<file path="src/design/dmach_pkg.sv">
// Package for the DMA channel: register map, field layout, modes and states.
// Assumes a 32-bit Avalon-MM slave with word-aligned byte addresses.
package dmach_pkg;
	localparam int ADDR_W = 22;
	localparam int CNT_W = 12;
	localparam int BUS_AW = 6;
	localparam logic [BUS_AW-1:0] OFF_CTRL = 6'h00;
	localparam logic [BUS_AW-1:0] OFF_CFG = 6'h04;
	localparam logic [BUS_AW-1:0] OFF_SSA = 6'h08;
	localparam logic [BUS_AW-1:0] OFF_DSA = 6'h0C;
	localparam logic [BUS_AW-1:0] OFF_SSZ = 6'h10;
	localparam logic [BUS_AW-1:0] OFF_DSZ = 6'h14;
	localparam logic [BUS_AW-1:0] OFF_SPTR = 6'h18;
	localparam logic [BUS_AW-1:0] OFF_DPTR = 6'h1C;
	localparam logic [BUS_AW-1:0] OFF_SCNT = 6'h20;
	localparam logic [BUS_AW-1:0] OFF_DCNT = 6'h24;
	localparam logic [BUS_AW-1:0] OFF_BUF = 6'h28;
	localparam logic [BUS_AW-1:0] OFF_FLAG = 6'h2C;
	// Control register bits
	localparam int B_EN = 0;
	localparam int B_GO = 1;
	localparam int B_START_TRIGGER_ENABLE = 2;
	localparam int B_ABORT_TRIGGER_ENABLE = 3;
	localparam int B_PEND = 4;
	// Config register fields
	localparam int F_SOURCE_ADDRESS_MODE = 0;
	localparam int F_DESTINATION_ADDRESS_MODE = 2;
	localparam int F_SMR = 4;
	localparam int B_SOURCE_STOP = 6;
	localparam int B_DESTINATION_STOP = 7;
	// Flag register bits, write one to clear
	localparam int B_SFLAG = 0;
	localparam int B_DFLAG = 1;
	localparam logic [1:0] MODE_HOLD = 2'h0;
	localparam logic [1:0] MODE_INC = 2'h1;
	localparam logic [1:0] MODE_DEC = 2'h2;
	localparam logic [1:0] REGION_RAM = 2'h0;
	localparam logic [1:0] REGION_EEPROM = 2'h1;
	localparam logic [1:0] REGION_FLASH = 2'h2;
	localparam logic [31:0] RD_UNMAPPED = 32'h00000000;
	typedef enum logic [1:0] {
		DMACH_IDLE = 2'b00,
		DMACH_READ = 2'b01,
		DMACH_WRITE = 2'b11
	} dmach_state_t;
	typedef struct packed {
		logic req;
		logic [1:0] region;
		logic [ADDR_W-1:0] addr;
	} dmach_rd_req_t;
	typedef struct packed {
		logic req;
		logic [ADDR_W-1:0] addr;
		logic [7:0] data;
	} dmach_wr_req_t;
endpackage : dmach_pkg

</file>
<file path="src/design/dmach_ptr.sv">
// Pointer and counter pair for one side of the channel.
// Assumes step and load are one-cycle pulses on core_clk, never both at once.
`timescale 1ns/100ps
module dmach_ptr (
	input wire logic core_clk,
	input wire logic sys_rst,
	input wire logic load,
	input wire logic step,
	input wire logic [1:0] mode,
	input wire logic [dmach_pkg::ADDR_W-1:0] start_addr,
	input wire logic [dmach_pkg::CNT_W-1:0] size,
	output logic [dmach_pkg::ADDR_W-1:0] pointer,
	output logic [dmach_pkg::CNT_W-1:0] counter,
	output logic expire
);
	import dmach_pkg::*;
	logic [ADDR_W-1:0] ptr_nxt;
	logic [CNT_W-1:0] cnt_nxt;
	wire last_w = (counter == CNT_W'(1));
	assign expire = step && last_w;
	always_comb begin
		ptr_nxt = pointer;
		cnt_nxt = counter;
		if (load || expire) begin
			ptr_nxt = start_addr;
			cnt_nxt = size;
		end else if (step) begin
			cnt_nxt = counter - CNT_W'(1);
			unique case (mode)
				MODE_INC: ptr_nxt = pointer + ADDR_W'(1);
				MODE_DEC: ptr_nxt = pointer - ADDR_W'(1);
				default: ptr_nxt = pointer;
			endcase
		end
	end
	always_ff @(posedge core_clk) begin
		if (sys_rst) begin
			pointer <= '0;
			counter <= '0;
		end else begin
			pointer <= ptr_nxt;
			counter <= cnt_nxt;
		end
	end
endmodule : dmach_ptr

</file>
<file path="src/design/dmach_trig.sv">
// Two-flop synchroniser with rising-edge detect for a trigger pin.
// Assumes the trigger is asynchronous to core_clk.
`timescale 1ns/100ps
module dmach_trig (
	input wire logic core_clk,
	input wire logic sys_rst,
	input wire logic trig_in,
	output logic level,
	output logic rise
);
	logic s1_r;
	logic s2_r;
	logic s3_r;
	always_ff @(posedge core_clk) begin
		if (sys_rst) begin
			s1_r <= 1'b0;
			s2_r <= 1'b0;
			s3_r <= 1'b0;
		end else begin
			s1_r <= trig_in;
			s2_r <= s1_r;
			s3_r <= s2_r;
		end
	end
	assign level = s2_r;
	assign rise = s2_r && !s3_r;
endmodule : dmach_trig

</file>
<file path="src/design/dmach_top.sv">
// DMA channel: pointers, counters, start and stop control, Avalon-MM register slave.
// Assumes a byte bus with rd_grant/wr_grant from the arbiter; read data valid with grant.
// How it works
// - First read and write addresses come from the two start address registers.
// - Source pointer holds, increments or decrements per mode after each transaction.
// - Destination pointer holds, increments or decrements per mode after each transaction.
// - Source region field selects flash, data EEPROM or register/RAM space.
// - Destination always writes register/RAM space; no region field.
// - Each transaction moves one byte; messages group transactions.
// - Setting enable copies sizes into counters; starting a transfer does not.
// - Both counters decrement by one after each transaction.
// - Message starts with transfer_go and ends when smaller counter expires.
// - Expired counter clears transfer_go and reloads its counter and pointer.
// - Counter decremented from one reloads at once, never reads zero.
// - Uneven sizes end last message early; remainder skews later messages.
// - Setting enable loads both pointers and counters.
// - Software start works only while enable is set.
// - Writing transfer_go while set has no effect.
// - transfer_go reads set when hardware start accepted and message runs.
// - Start trigger sampled only with its enable; clearing it spares current transaction.
// - Clearing transfer_go stops, keeps state; buffered byte is not written.
// - Abort trigger sampled only while its enable is set.
// - Abort clears transfer_go and both trigger enables, nothing else.
// - Stop option with counter reload stops further triggered messages.
// - Clearing enable stops, clears control bits and buffer; configuration, pointers and counters keep their values.
// - Stops take effect one cycle late; one more access may occur.
// - Transaction reads source into buffer, then writes buffer to destination.
// - write_pending set while buffer holds unwritten data.
// - Stop option ending a message clears start_trigger_enable.
// - Count flags set whenever a counter expires and reloads.
`timescale 1ns/100ps
module dmach_top (
	input wire logic core_clk,
	input wire logic sys_rst,
	input wire logic [dmach_pkg::BUS_AW-1:0] avs_address,
	input wire logic avs_read,
	input wire logic avs_write,
	input wire logic [31:0] avs_writedata,
	output logic [31:0] avs_readdata,
	output logic avs_waitrequest,
	input wire logic start_request,
	input wire logic abort_request,
	output dmach_pkg::dmach_rd_req_t rd_req,
	input wire logic rd_grant,
	input wire logic [7:0] rd_data,
	output dmach_pkg::dmach_wr_req_t wr_req,
	input wire logic wr_grant
);
	import dmach_pkg::*;
	logic enable_r;
	logic transfer_go_r;
	logic start_trigger_enable_r;
	logic abort_trigger_enable_r;
	logic [1:0] source_address_mode_r;
	logic [1:0] destination_address_mode_r;
	logic [1:0] source_memory_region_r;
	logic source_stop_r;
	logic destination_stop_r;
	logic [ADDR_W-1:0] source_start_address_r;
	logic [ADDR_W-1:0] destination_start_address_r;
	logic [CNT_W-1:0] source_size_r;
	logic [CNT_W-1:0] destination_size_r;
	logic [7:0] transfer_buffer_r;
	logic write_pending_r;
	logic source_count_flag_r;
	logic destination_count_flag_r;
	logic run_r;
	logic ack_r;
	logic waitreq_r;
	logic [31:0] rdata_r;
	dmach_state_t state_r;
	dmach_state_t state_nxt;
	dmach_rd_req_t rd_req_r;
	dmach_wr_req_t wr_req_r;
	logic [ADDR_W-1:0] source_pointer;
	logic [ADDR_W-1:0] destination_pointer;
	logic [CNT_W-1:0] source_counter;
	logic [CNT_W-1:0] destination_counter;
	logic src_expire;
	logic dst_expire;
	logic start_level;
	logic start_rise;
	logic abort_level;
	logic abort_rise;

	// Bus slave: one wait cycle, then acknowledge
	wire bus_req_w = (avs_read || avs_write) && !ack_r;
	wire wr_go_w = avs_write && ack_r;
	wire sel_ctrl_w = (avs_address == OFF_CTRL);
	wire sel_cfg_w = (avs_address == OFF_CFG);
	wire sel_flag_w = (avs_address == OFF_FLAG);
	wire wr_ctrl_w = wr_go_w && sel_ctrl_w;
	wire wr_cfg_w = wr_go_w && sel_cfg_w && !enable_r;
	wire wr_flag_w = wr_go_w && sel_flag_w;
	wire wr_ssa_w = wr_go_w && (avs_address == OFF_SSA);
	wire wr_dsa_w = wr_go_w && (avs_address == OFF_DSA);
	wire wr_ssz_w = wr_go_w && (avs_address == OFF_SSZ);
	wire wr_dsz_w = wr_go_w && (avs_address == OFF_DSZ);
	wire en_set_w = wr_ctrl_w && avs_writedata[B_EN] && !enable_r;
	wire en_clr_w = wr_ctrl_w && !avs_writedata[B_EN];
	wire sw_go_set_w = wr_ctrl_w && avs_writedata[B_GO] && enable_r && avs_writedata[B_EN];
	wire sw_go_clr_w = wr_ctrl_w && !avs_writedata[B_GO] && transfer_go_r;

	// Trigger pins through synchronisers
	dmach_trig u_start (
		.core_clk(core_clk),
		.sys_rst(sys_rst),
		.trig_in(start_request),
		.level(start_level),
		.rise(start_rise)
	);
	dmach_trig u_abort (
		.core_clk(core_clk),
		.sys_rst(sys_rst),
		.trig_in(abort_request),
		.level(abort_level),
		.rise(abort_rise)
	);
	wire hw_start_w = start_trigger_enable_r && start_level && enable_r && !transfer_go_r;
	wire abort_w = abort_trigger_enable_r && abort_rise && enable_r;
	wire stop_opt_w = (source_stop_r && src_expire) || (destination_stop_r && dst_expire);
	wire msg_end_w = src_expire || dst_expire;

	// Transaction engine
	wire read_done_w = (state_r == DMACH_READ) && rd_grant;
	wire write_done_w = (state_r == DMACH_WRITE) && wr_grant;
	always_comb begin
		state_nxt = state_r;
		unique case (state_r)
			DMACH_IDLE: if (run_r && transfer_go_r) state_nxt = DMACH_READ;
			DMACH_READ: begin
				if (read_done_w) state_nxt = DMACH_WRITE;
				else if (!run_r) state_nxt = DMACH_IDLE;
			end
			DMACH_WRITE: begin
				if (write_done_w) state_nxt = DMACH_IDLE;
				else if (!run_r) state_nxt = DMACH_IDLE;
			end
			default: state_nxt = DMACH_IDLE;
		endcase
	end

	// Step pulses for both pointer pairs
	dmach_ptr u_src (
		.core_clk(core_clk),
		.sys_rst(sys_rst),
		.load(en_set_w),
		.step(write_done_w),
		.mode(source_address_mode_r),
		.start_addr(source_start_address_r),
		.size(source_size_r),
		.pointer(source_pointer),
		.counter(source_counter),
		.expire(src_expire)
	);
	dmach_ptr u_dst (
		.core_clk(core_clk),
		.sys_rst(sys_rst),
		.load(en_set_w),
		.step(write_done_w),
		.mode(destination_address_mode_r),
		.start_addr(destination_start_address_r),
		.size(destination_size_r),
		.pointer(destination_pointer),
		.counter(destination_counter),
		.expire(dst_expire)
	);

	// Control bits
	always_ff @(posedge core_clk) begin
		if (sys_rst || en_clr_w) begin
			enable_r <= 1'b0;
			transfer_go_r <= 1'b0;
			start_trigger_enable_r <= 1'b0;
			abort_trigger_enable_r <= 1'b0;
		end else begin
			if (en_set_w) enable_r <= 1'b1;
			if (abort_w) begin
				transfer_go_r <= 1'b0;
				start_trigger_enable_r <= 1'b0;
				abort_trigger_enable_r <= 1'b0;
			end else begin
				if (msg_end_w || sw_go_clr_w) transfer_go_r <= 1'b0;
				else if (sw_go_set_w || hw_start_w) transfer_go_r <= 1'b1;
				if (stop_opt_w) start_trigger_enable_r <= 1'b0;
				else if (wr_ctrl_w) start_trigger_enable_r <= avs_writedata[B_START_TRIGGER_ENABLE];
				if (wr_ctrl_w) abort_trigger_enable_r <= avs_writedata[B_ABORT_TRIGGER_ENABLE];
			end
		end
	end

	// Engine run lags control by one cycle
	always_ff @(posedge core_clk) begin
		if (sys_rst) begin
			run_r <= 1'b0;
			state_r <= DMACH_IDLE;
		end else begin
			run_r <= transfer_go_r && enable_r;
			state_r <= state_nxt;
		end
	end

	// Buffer and pending status
	always_ff @(posedge core_clk) begin
		if (sys_rst || en_clr_w) begin
			transfer_buffer_r <= 8'h00;
			write_pending_r <= 1'b0;
		end else if (read_done_w) begin
			transfer_buffer_r <= rd_data;
			write_pending_r <= 1'b1;
		end else if (write_done_w || state_nxt == DMACH_IDLE) begin
			write_pending_r <= 1'b0;
		end
	end

	// Count flags: set wins over clear
	always_ff @(posedge core_clk) begin
		if (sys_rst) begin
			source_count_flag_r <= 1'b0;
			destination_count_flag_r <= 1'b0;
		end else begin
			if (src_expire) source_count_flag_r <= 1'b1;
			else if (wr_flag_w && avs_writedata[B_SFLAG]) source_count_flag_r <= 1'b0;
			if (dst_expire) destination_count_flag_r <= 1'b1;
			else if (wr_flag_w && avs_writedata[B_DFLAG]) destination_count_flag_r <= 1'b0;
		end
	end

	// Configuration, writable only while disabled
	always_ff @(posedge core_clk) begin
		if (sys_rst) begin
			source_address_mode_r <= MODE_HOLD;
			destination_address_mode_r <= MODE_HOLD;
			source_memory_region_r <= REGION_RAM;
			source_stop_r <= 1'b0;
			destination_stop_r <= 1'b0;
			source_start_address_r <= '0;
			destination_start_address_r <= '0;
			source_size_r <= CNT_W'(1);
			destination_size_r <= CNT_W'(1);
		end else begin
			if (wr_cfg_w) begin
				source_address_mode_r <= avs_writedata[F_SOURCE_ADDRESS_MODE+:2];
				destination_address_mode_r <= avs_writedata[F_DESTINATION_ADDRESS_MODE+:2];
				source_memory_region_r <= avs_writedata[F_SMR+:2];
				source_stop_r <= avs_writedata[B_SOURCE_STOP];
				destination_stop_r <= avs_writedata[B_DESTINATION_STOP];
			end
			if (wr_ssa_w && !enable_r) source_start_address_r <= avs_writedata[ADDR_W-1:0];
			if (wr_dsa_w && !enable_r) destination_start_address_r <= avs_writedata[ADDR_W-1:0];
			if (wr_ssz_w && !enable_r && avs_writedata[CNT_W-1:0] != '0) source_size_r <= avs_writedata[CNT_W-1:0];
			if (wr_dsz_w && !enable_r && avs_writedata[CNT_W-1:0] != '0)
				destination_size_r <= avs_writedata[CNT_W-1:0];
		end
	end

	// Read mux
	wire [31:0] ctrl_rd_w = {27'h0, write_pending_r, abort_trigger_enable_r, start_trigger_enable_r,
		transfer_go_r, enable_r};
	wire [31:0] cfg_rd_w = {24'h0, destination_stop_r, source_stop_r, source_memory_region_r,
		destination_address_mode_r, source_address_mode_r};
	logic [31:0] rd_mux;
	always_comb begin
		rd_mux = RD_UNMAPPED;
		unique case (avs_address)
			OFF_CTRL: rd_mux = ctrl_rd_w;
			OFF_CFG: rd_mux = cfg_rd_w;
			OFF_SSA: rd_mux = 32'(source_start_address_r);
			OFF_DSA: rd_mux = 32'(destination_start_address_r);
			OFF_SSZ: rd_mux = 32'(source_size_r);
			OFF_DSZ: rd_mux = 32'(destination_size_r);
			OFF_SPTR: rd_mux = 32'(source_pointer);
			OFF_DPTR: rd_mux = 32'(destination_pointer);
			OFF_SCNT: rd_mux = 32'(source_counter);
			OFF_DCNT: rd_mux = 32'(destination_counter);
			OFF_BUF: rd_mux = {24'h0, transfer_buffer_r};
			OFF_FLAG: rd_mux = {30'h0, destination_count_flag_r, source_count_flag_r};
			default: rd_mux = RD_UNMAPPED;
		endcase
	end

	always_ff @(posedge core_clk) begin
		if (sys_rst) begin
			ack_r <= 1'b0;
			waitreq_r <= 1'b1;
			rdata_r <= 32'h00000000;
		end else begin
			ack_r <= bus_req_w;
			waitreq_r <= !bus_req_w;
			rdata_r <= rd_mux;
		end
	end
	// Separate flop so the pin leaves the block without an inverter
	assign avs_waitrequest = waitreq_r;
	assign avs_readdata = rdata_r;

	// Bus requests, registered
	always_ff @(posedge core_clk) begin
		if (sys_rst) begin
			rd_req_r <= '0;
			wr_req_r <= '0;
		end else begin
			rd_req_r.req <= (state_nxt == DMACH_READ);
			rd_req_r.region <= source_memory_region_r;
			rd_req_r.addr <= source_pointer;
			wr_req_r.req <= (state_nxt == DMACH_WRITE);
			wr_req_r.addr <= destination_pointer;
			wr_req_r.data <= (state_nxt == DMACH_WRITE && read_done_w) ? rd_data : transfer_buffer_r;
		end
	end
	assign rd_req = rd_req_r;
	assign wr_req = wr_req_r;
endmodule : dmach_top

</file>
<file path="config.mk">
export PLATFORM = sky130hd
export DESIGN_NAME = dmach_top
export DESIGN_NICKNAME = d
export VERILOG_FILES = /design/src/design/dmach_pkg.sv /design/src/design/dmach_ptr.sv /design/src/design/dmach_trig.sv /design/src/design/dmach_top.sv
export SDC_FILE = /design/constraint.sdc
export NUM_CORES = 1
export LEC_CHECK = 0
export BUFFER_PORTS_ARGS = -buffer_cell sky130_fd_sc_hd__buf_2
export CORE_MARGIN = 2
export CORE_UTILIZATION = 35
export CTS_BUF_LIST = sky130_fd_sc_hd__clkbuf_8
export DETAILED_ROUTE_END_ITERATION = 10
export SLEW_MARGIN = 30
export SYNTH_ARGS = -nofsm -noshare
export SYNTH_HDL_FRONTEND = slang
export SYNTH_SLANG_ARGS = --single-unit
</file>
<file path="constraint.sdc">
create_clock -name core_clk -period 3.05 [get_ports core_clk]
set_clock_uncertainty 0.05 [all_clocks]
set_input_delay 0.61 -clock core_clk [delete_from_list [all_inputs] [get_ports core_clk]]
set_output_delay 0.61 -clock core_clk [all_outputs]
set_load 0.05 [all_outputs]
</file>
[Yosys cells after proc, flatten, opt, wreduce, memory -nomap -nowiden]
Index checks and enable logic that the tools add are counted.
Word-level totals
  bits of input ports: 54
  flip-flop bits (word level): 257
Operators by class
  add/subtract/negate cells: 6
  reductions and logical operators: 73
  mux-type cells: 23
  equal/unequal tests: 21
Operator list (number)
  $pmux 22 s12: 1
  $mux 22: 4
  $pmux 22 s2: 2
  $mux 12: 4
  $add 22x1->22 const B: 2
  $sub 22x1->22 const B: 2
  $logic_and 1x1->1: 41
  $eq 12x1->1 const B: 2
  $eq 6x5->1 const B: 4
  $eq 6x6->1 const B: 4
  $sub 12x1->12 const B: 2
  $eq 6x4->1 const B: 2
  $reduce_bool 12->1: 1
  $reduce_bool 2->1: 5
  $logic_or 1x1->1: 9
  $eq 2x1->1 const B: 4
  $eq 2x2->1 const B: 4
  $mux 2: 4
  $mux 8: 1
  $logic_not 1->1: 7
  $eq 6x3->1 const B: 1
  $logic_not 6->1: 1
  $mux 1: 6
  $pmux 2 s3: 1
  5 further kinds: 9

[Longest topological paths before layout]
  depth after elaboration: 8
  depth in mapped cells: 16

[By module]
A second synthesis with hierarchy kept.
Second synthesis, totals
  cell total of the unflattened synthesis: 1505
  area total of the unflattened synthesis: 12623.4 um^2
Modules (own cells, without submodules)
  dmach_top: cells an instance 755, area an instance 6942.9 um^2, times used 1
  dmach_ptr: cells an instance 368, area an instance 2752.6 um^2, times used 2
  dmach_trig: cells an instance 7, area an instance 87.6 um^2, times used 2

[Least setup slack after synthesis]
Ideal clock, no wire load.
  kind: register to register
  start point: reg destination_address_mode_r[0]
  end point: reg u_dst.pointer[6] (netlist name)
  cell stages (with the launch flop): 17
  clock period less this slack: 3385 ps
  path buffers: 5
  setup time: 133 ps
  path slack: -335 ps
  required time: 2867 ps
  arrival: 3202 ps
  cells stage by stage: dfxtp_1 > inv_1 > ha_1 > buf_2 > buf_2 > buf_2 > buf_2 > buf_2 > xor2_1 > ha_1 > or3_1 > a21oi_1 > nor2_1 > or3_1 > a41o_1 > nand2_1 > a31oi_1
Between the ends
  longest elaborated chain between the ends: 4
  elaborated cells on any way between the ends: 7
Ends and longest elaborated chain
  start: declaration: line dmach_top.sv:55  | logic [1:0] destination_address_mode_r;
  start signal: assignment: line dmach_top.sv:244  | destination_address_mode_r <= avs_writedata[F_DESTINATION_ADDRESS_MODE+:2];
  $eq 2x2->1 or $eq 2x1->1 (tied branches): line dmach_ptr.sv:29  | unique case (mode)
  $pmux 22 s2: line dmach_ptr.sv:29
  $mux 22: line dmach_ptr.sv:27  | end else if (step) begin
  $mux 22: line dmach_ptr.sv:24  | if (load || expire) begin
  end signal: assignment: line dmach_ptr.sv:41  | pointer <= ptr_nxt;
  end: declaration: line dmach_ptr.sv:12  | output logic [dmach_pkg::ADDR_W-1:0] pointer,
Several ways; a longest one is shown, not always the timed one. The select of a mux whose other input is x is not followed.
A chain may end at the register's enable or synchronous reset.

[Final worst setup path]
  start point: reg source_address_mode_r[0]
  end point: reg u_src.pointer[14] (netlist name)
Between the ends
  longest elaborated chain between the ends: 4
  elaborated cells on any way between the ends: 7
Ends and longest elaborated chain
  start: declaration: line dmach_top.sv:54  | logic [1:0] source_address_mode_r;
  start signal: assignment: line dmach_top.sv:243  | source_address_mode_r <= avs_writedata[F_SOURCE_ADDRESS_MODE+:2];
  $eq 2x2->1 or $eq 2x1->1 (tied branches): line dmach_ptr.sv:29
  $pmux 22 s2: line dmach_ptr.sv:29
  $mux 22: line dmach_ptr.sv:27
  $mux 22: line dmach_ptr.sv:24
  end signal: assignment: line dmach_ptr.sv:41
  end: declaration: line dmach_ptr.sv:12
Several ways; a longest one is shown, not always the timed one. The select of a mux whose other input is x is not followed.

==> impl_metrics.tcl <==
set metrics [dict create \
    hold_path_end "avs_waitrequest$_SDFF_PP1_" \
    clock_sinks 247 \
    cts_tree "yes" \
    rsz0062_at_grt "no" \
    finalSetupTns_ps 0 \
    status "finished, final reports clean" \
    synth_area_leaders "dfxtp_1, nand2_1, a21oi_1" \
    topRoutingLayerUsed "met4" \
    r2r_start "source_address_mode_r[0]$_SDFFE_PP0P_" \
    drtAntennaViolNets 0 \
    wirelength_um 43400 \
    slew_violations 0 \
    hold_viol_final 0 \
    hold_start "avs_read" \
    synth-seq-cells 247 \
    place_hpwl_um 30500 \
    fp-row-count 69 \
    vias_per_cell 5.67 \
    io_pins 143 \
    grt_first_pass_wirelength_um 66500 \
    end_kind "register" \
    start_util_pct 35.8 \
    total_power_mw 6.92 \
    avgSynthCellArea_um2 8.14 \
    ff2ff_setup_slack_ps 240 \
    netlist.area_leader.share_pct 38.7 \
    insertion_delay_ps 600 \
    min_path_cells 2 \
    crit_fanout 5 \
    vdd_drop_max_uv 288 \
    die_area_mm2 0.0381 \
    criticalPathCategory "register to register" \
    grt_max_degree 114 \
    cp-start-kind "register" \
    cts_made_buffers 45 \
    max_freq_mhz 355 \
    critPathArrivalTime_ps 3270 \
    htree_levels 2 \
    grt_pass1_vias 11400 \
    cts_root_buffer "clkbuf_8" \
    grt_remaining_overflow 0 \
    regArea_mm2 0.00495 \
    met3WireLength_um 3370 \
    postCtsSetupBuffers 0 \
    post-synth-top-area-cell "dfxtp_1" \
    diodes 0 \
    placedCellCount 2086 \
    wl_met2_um 19700 \
    routed-via-count 12300 \
    synth_edf_count 0 \
    cp.required_ps 3510 \
    yosys_most_used_dff "dfxtp_1" \
    netlist_area_mm2 0.0128 \
    tightest_slew_ps 918 \
    synth_most_common_cell "dfxtp_1" \
    fin_crit_ps 2810 \
    ys_async_sr_fraction_pct 0 \
    finalCritPeriodShare_pct 92.3 \
    slew_headroom_pct 38.8 \
    drc 0 \
    p_leak_nw 5.75 \
    synth_seq_area_share_pct 38.7 \
    powerDensity_mw_per_mm2 462 \
    layout-drive-gt1-share_pct 17.9 \
    antenna_found_initial 0 \
    stdcell_count 2164 \
    cts_resized 0 \
    synth_cell_types 82 \
    drtIter0Drc 1309 \
    grt_usage_pct 22.1 \
    r2r_end "u_src.pointer[14]$_SDFFE_PP0P_" \
    synthTopCellsByCount "dfxtp_1, nand2_1, nor2_1, a21oi_1, clkbuf_1" \
    area_growth_pct 17.2 \
    wl_per_cell_um 20.1 \
    place.port_buffers 122 \
    multi_input_area_mm2 0.00721 \
    cts_buffer_depth 3 \
    first_pass_iters 6 \
    nets 1736 \
    die-height_um 195 \
    rr_worst_depth 11 \
    drv_cap 0 \
    wl_met1_um 19100 \
    hold_buffers 0 \
    fp.dieW_um 195 \
    path_clk_slew_ps 70 \
    ys_warn_count 0 \
    hp-class "input pin to register" \
    gp_congestion 0.941 \
    syn_inst 1571 \
    coreArea_mm2 0.0357 \
    fillers 3639 \
    setup_viol 0 \
]
-- per-layer routing --
metal / GRT usage [%] / vias to the layer above
met2: 35.0 / 488
met4: 7.55 / 0
met5: 0 / -
met3: 4.58 / 84
li1: - / 5841
met1: 29.9 / 5853
-- worst max-delay path, stage by stage (launching register included) --
cell      delay (ps)
dfxtp_2          360
inv_2             60
ha_4             160
xor2_1           140
ha_2             180
or3_1            320
a21oi_2          230
nor3_1           110
o41ai_2          520
mux2i_1          270
xor2_1            90
a211oi_1         260
-- layout by cell type (no fill, tap or decap), drive strengths merged, types with 8 or more instances in the layout --
cell and instances:
nand2b 11, mux2i 42, a22oi 46, nor2 163, a221oi 13, a211oi 27
nand3b 9, ha 10, nor2b 62, nand2 190, conb 10, o21ai 46
xor2 27, nor4 27, and3 13, xnor2 50, nand4 8, buf 190
a21oi 139, a222oi 21, nand3 23, or3 22, a31oi 21, o22ai 23
nor3 29, dfxtp 247, inv 31, o31a 8, clkbuf 60
-- how the worst max path moves through the flow --
stage                                               start                        endpoint  slack [ps]  cells after the start
global placement                           avs_address[1]  u_dst.counter[10]$_SDFFE_PP0P_         270                      8
finish              source_address_mode_r[0]$_SDFFE_PP0P_  u_src.pointer[14]$_SDFFE_PP0P_         240                     11
floorplan           source_address_mode_r[0]$_SDFFE_PP0P_  u_src.pointer[16]$_SDFFE_PP0P_         -60                     15
CTS                 source_address_mode_r[0]$_SDFFE_PP0P_  u_src.pointer[14]$_SDFFE_PP0P_         250                     11
global route        source_address_mode_r[1]$_SDFFE_PP0P_  u_src.pointer[16]$_SDFFE_PP0P_          30                      9
detailed placement                         avs_address[1]  u_dst.pointer[21]$_SDFFE_PP0P_         240                      9
-- report_power, final --
group / switching [mW] / total (mW) / internal [mW]
registers: 0.00469 / 3.24 / 3.23
logic: 0.182 / 0.239 / 0.0569
clock network: 1.44 / 3.45 / 2.00
-- state kept, by name, summed over array words and instances (netlist names), 2 cells and up --
register / flops
avs_readdata: 22
destination_address_mode_r: 2
destination_size_r: 12
destination_start_address_r: 22
rd_req: 25
source_address_mode_r: 2
source_memory_region_r: 2
source_size_r: 12
source_start_address_r: 22
state_r: 2
transfer_buffer_r: 8
u_dst.counter: 12
u_dst.pointer: 22
u_src.counter: 12
u_src.pointer: 22
wr_req: 31
-- logic make-up (layout without fill, tap and decap cells) --
family,Yosys count,in the layout,synth area share (%)
adders and majority gates,10,10,0.979
muxes,47,47,3.91
and+or+nand+nor,592,592,22.4
DFF,247,247,38.7
AOI/OAI and AO/OA,428,428,23.1
other,1,10,0.0293
xor gates and xnor gates,77,77,5.28
buffers and inverters,169,292,5.65
-- stage by stage --
stage / hold WS (ps) / util (%) / setup WS [ps] / instance area, µm²
6_report: 196 / 41.9 / 235 / 15000
2_1_floorplan: 364 / - / -58.0 / 12900
5_1_grt: 192 / 41.9 / 28.5 / 15000
3_5_place_dp: 379 / 39.2 / 237 / 14000
3_3_place_gp: 389 / 39.2 / 267 / 14000
4_1_cts: 156 / 41.9 / 249 / 15000
-- layout make-up --
cell class,instances,area share (%)
multi-input cells,1164,48.1
flip-flops and latches,247,33.0
repair buffers,190,7.86
clock buffers,60,5.51
well taps,461,3.85
clock inverters,18,1.05
inverters,24,0.601
(Power assumes the default switching activity.)
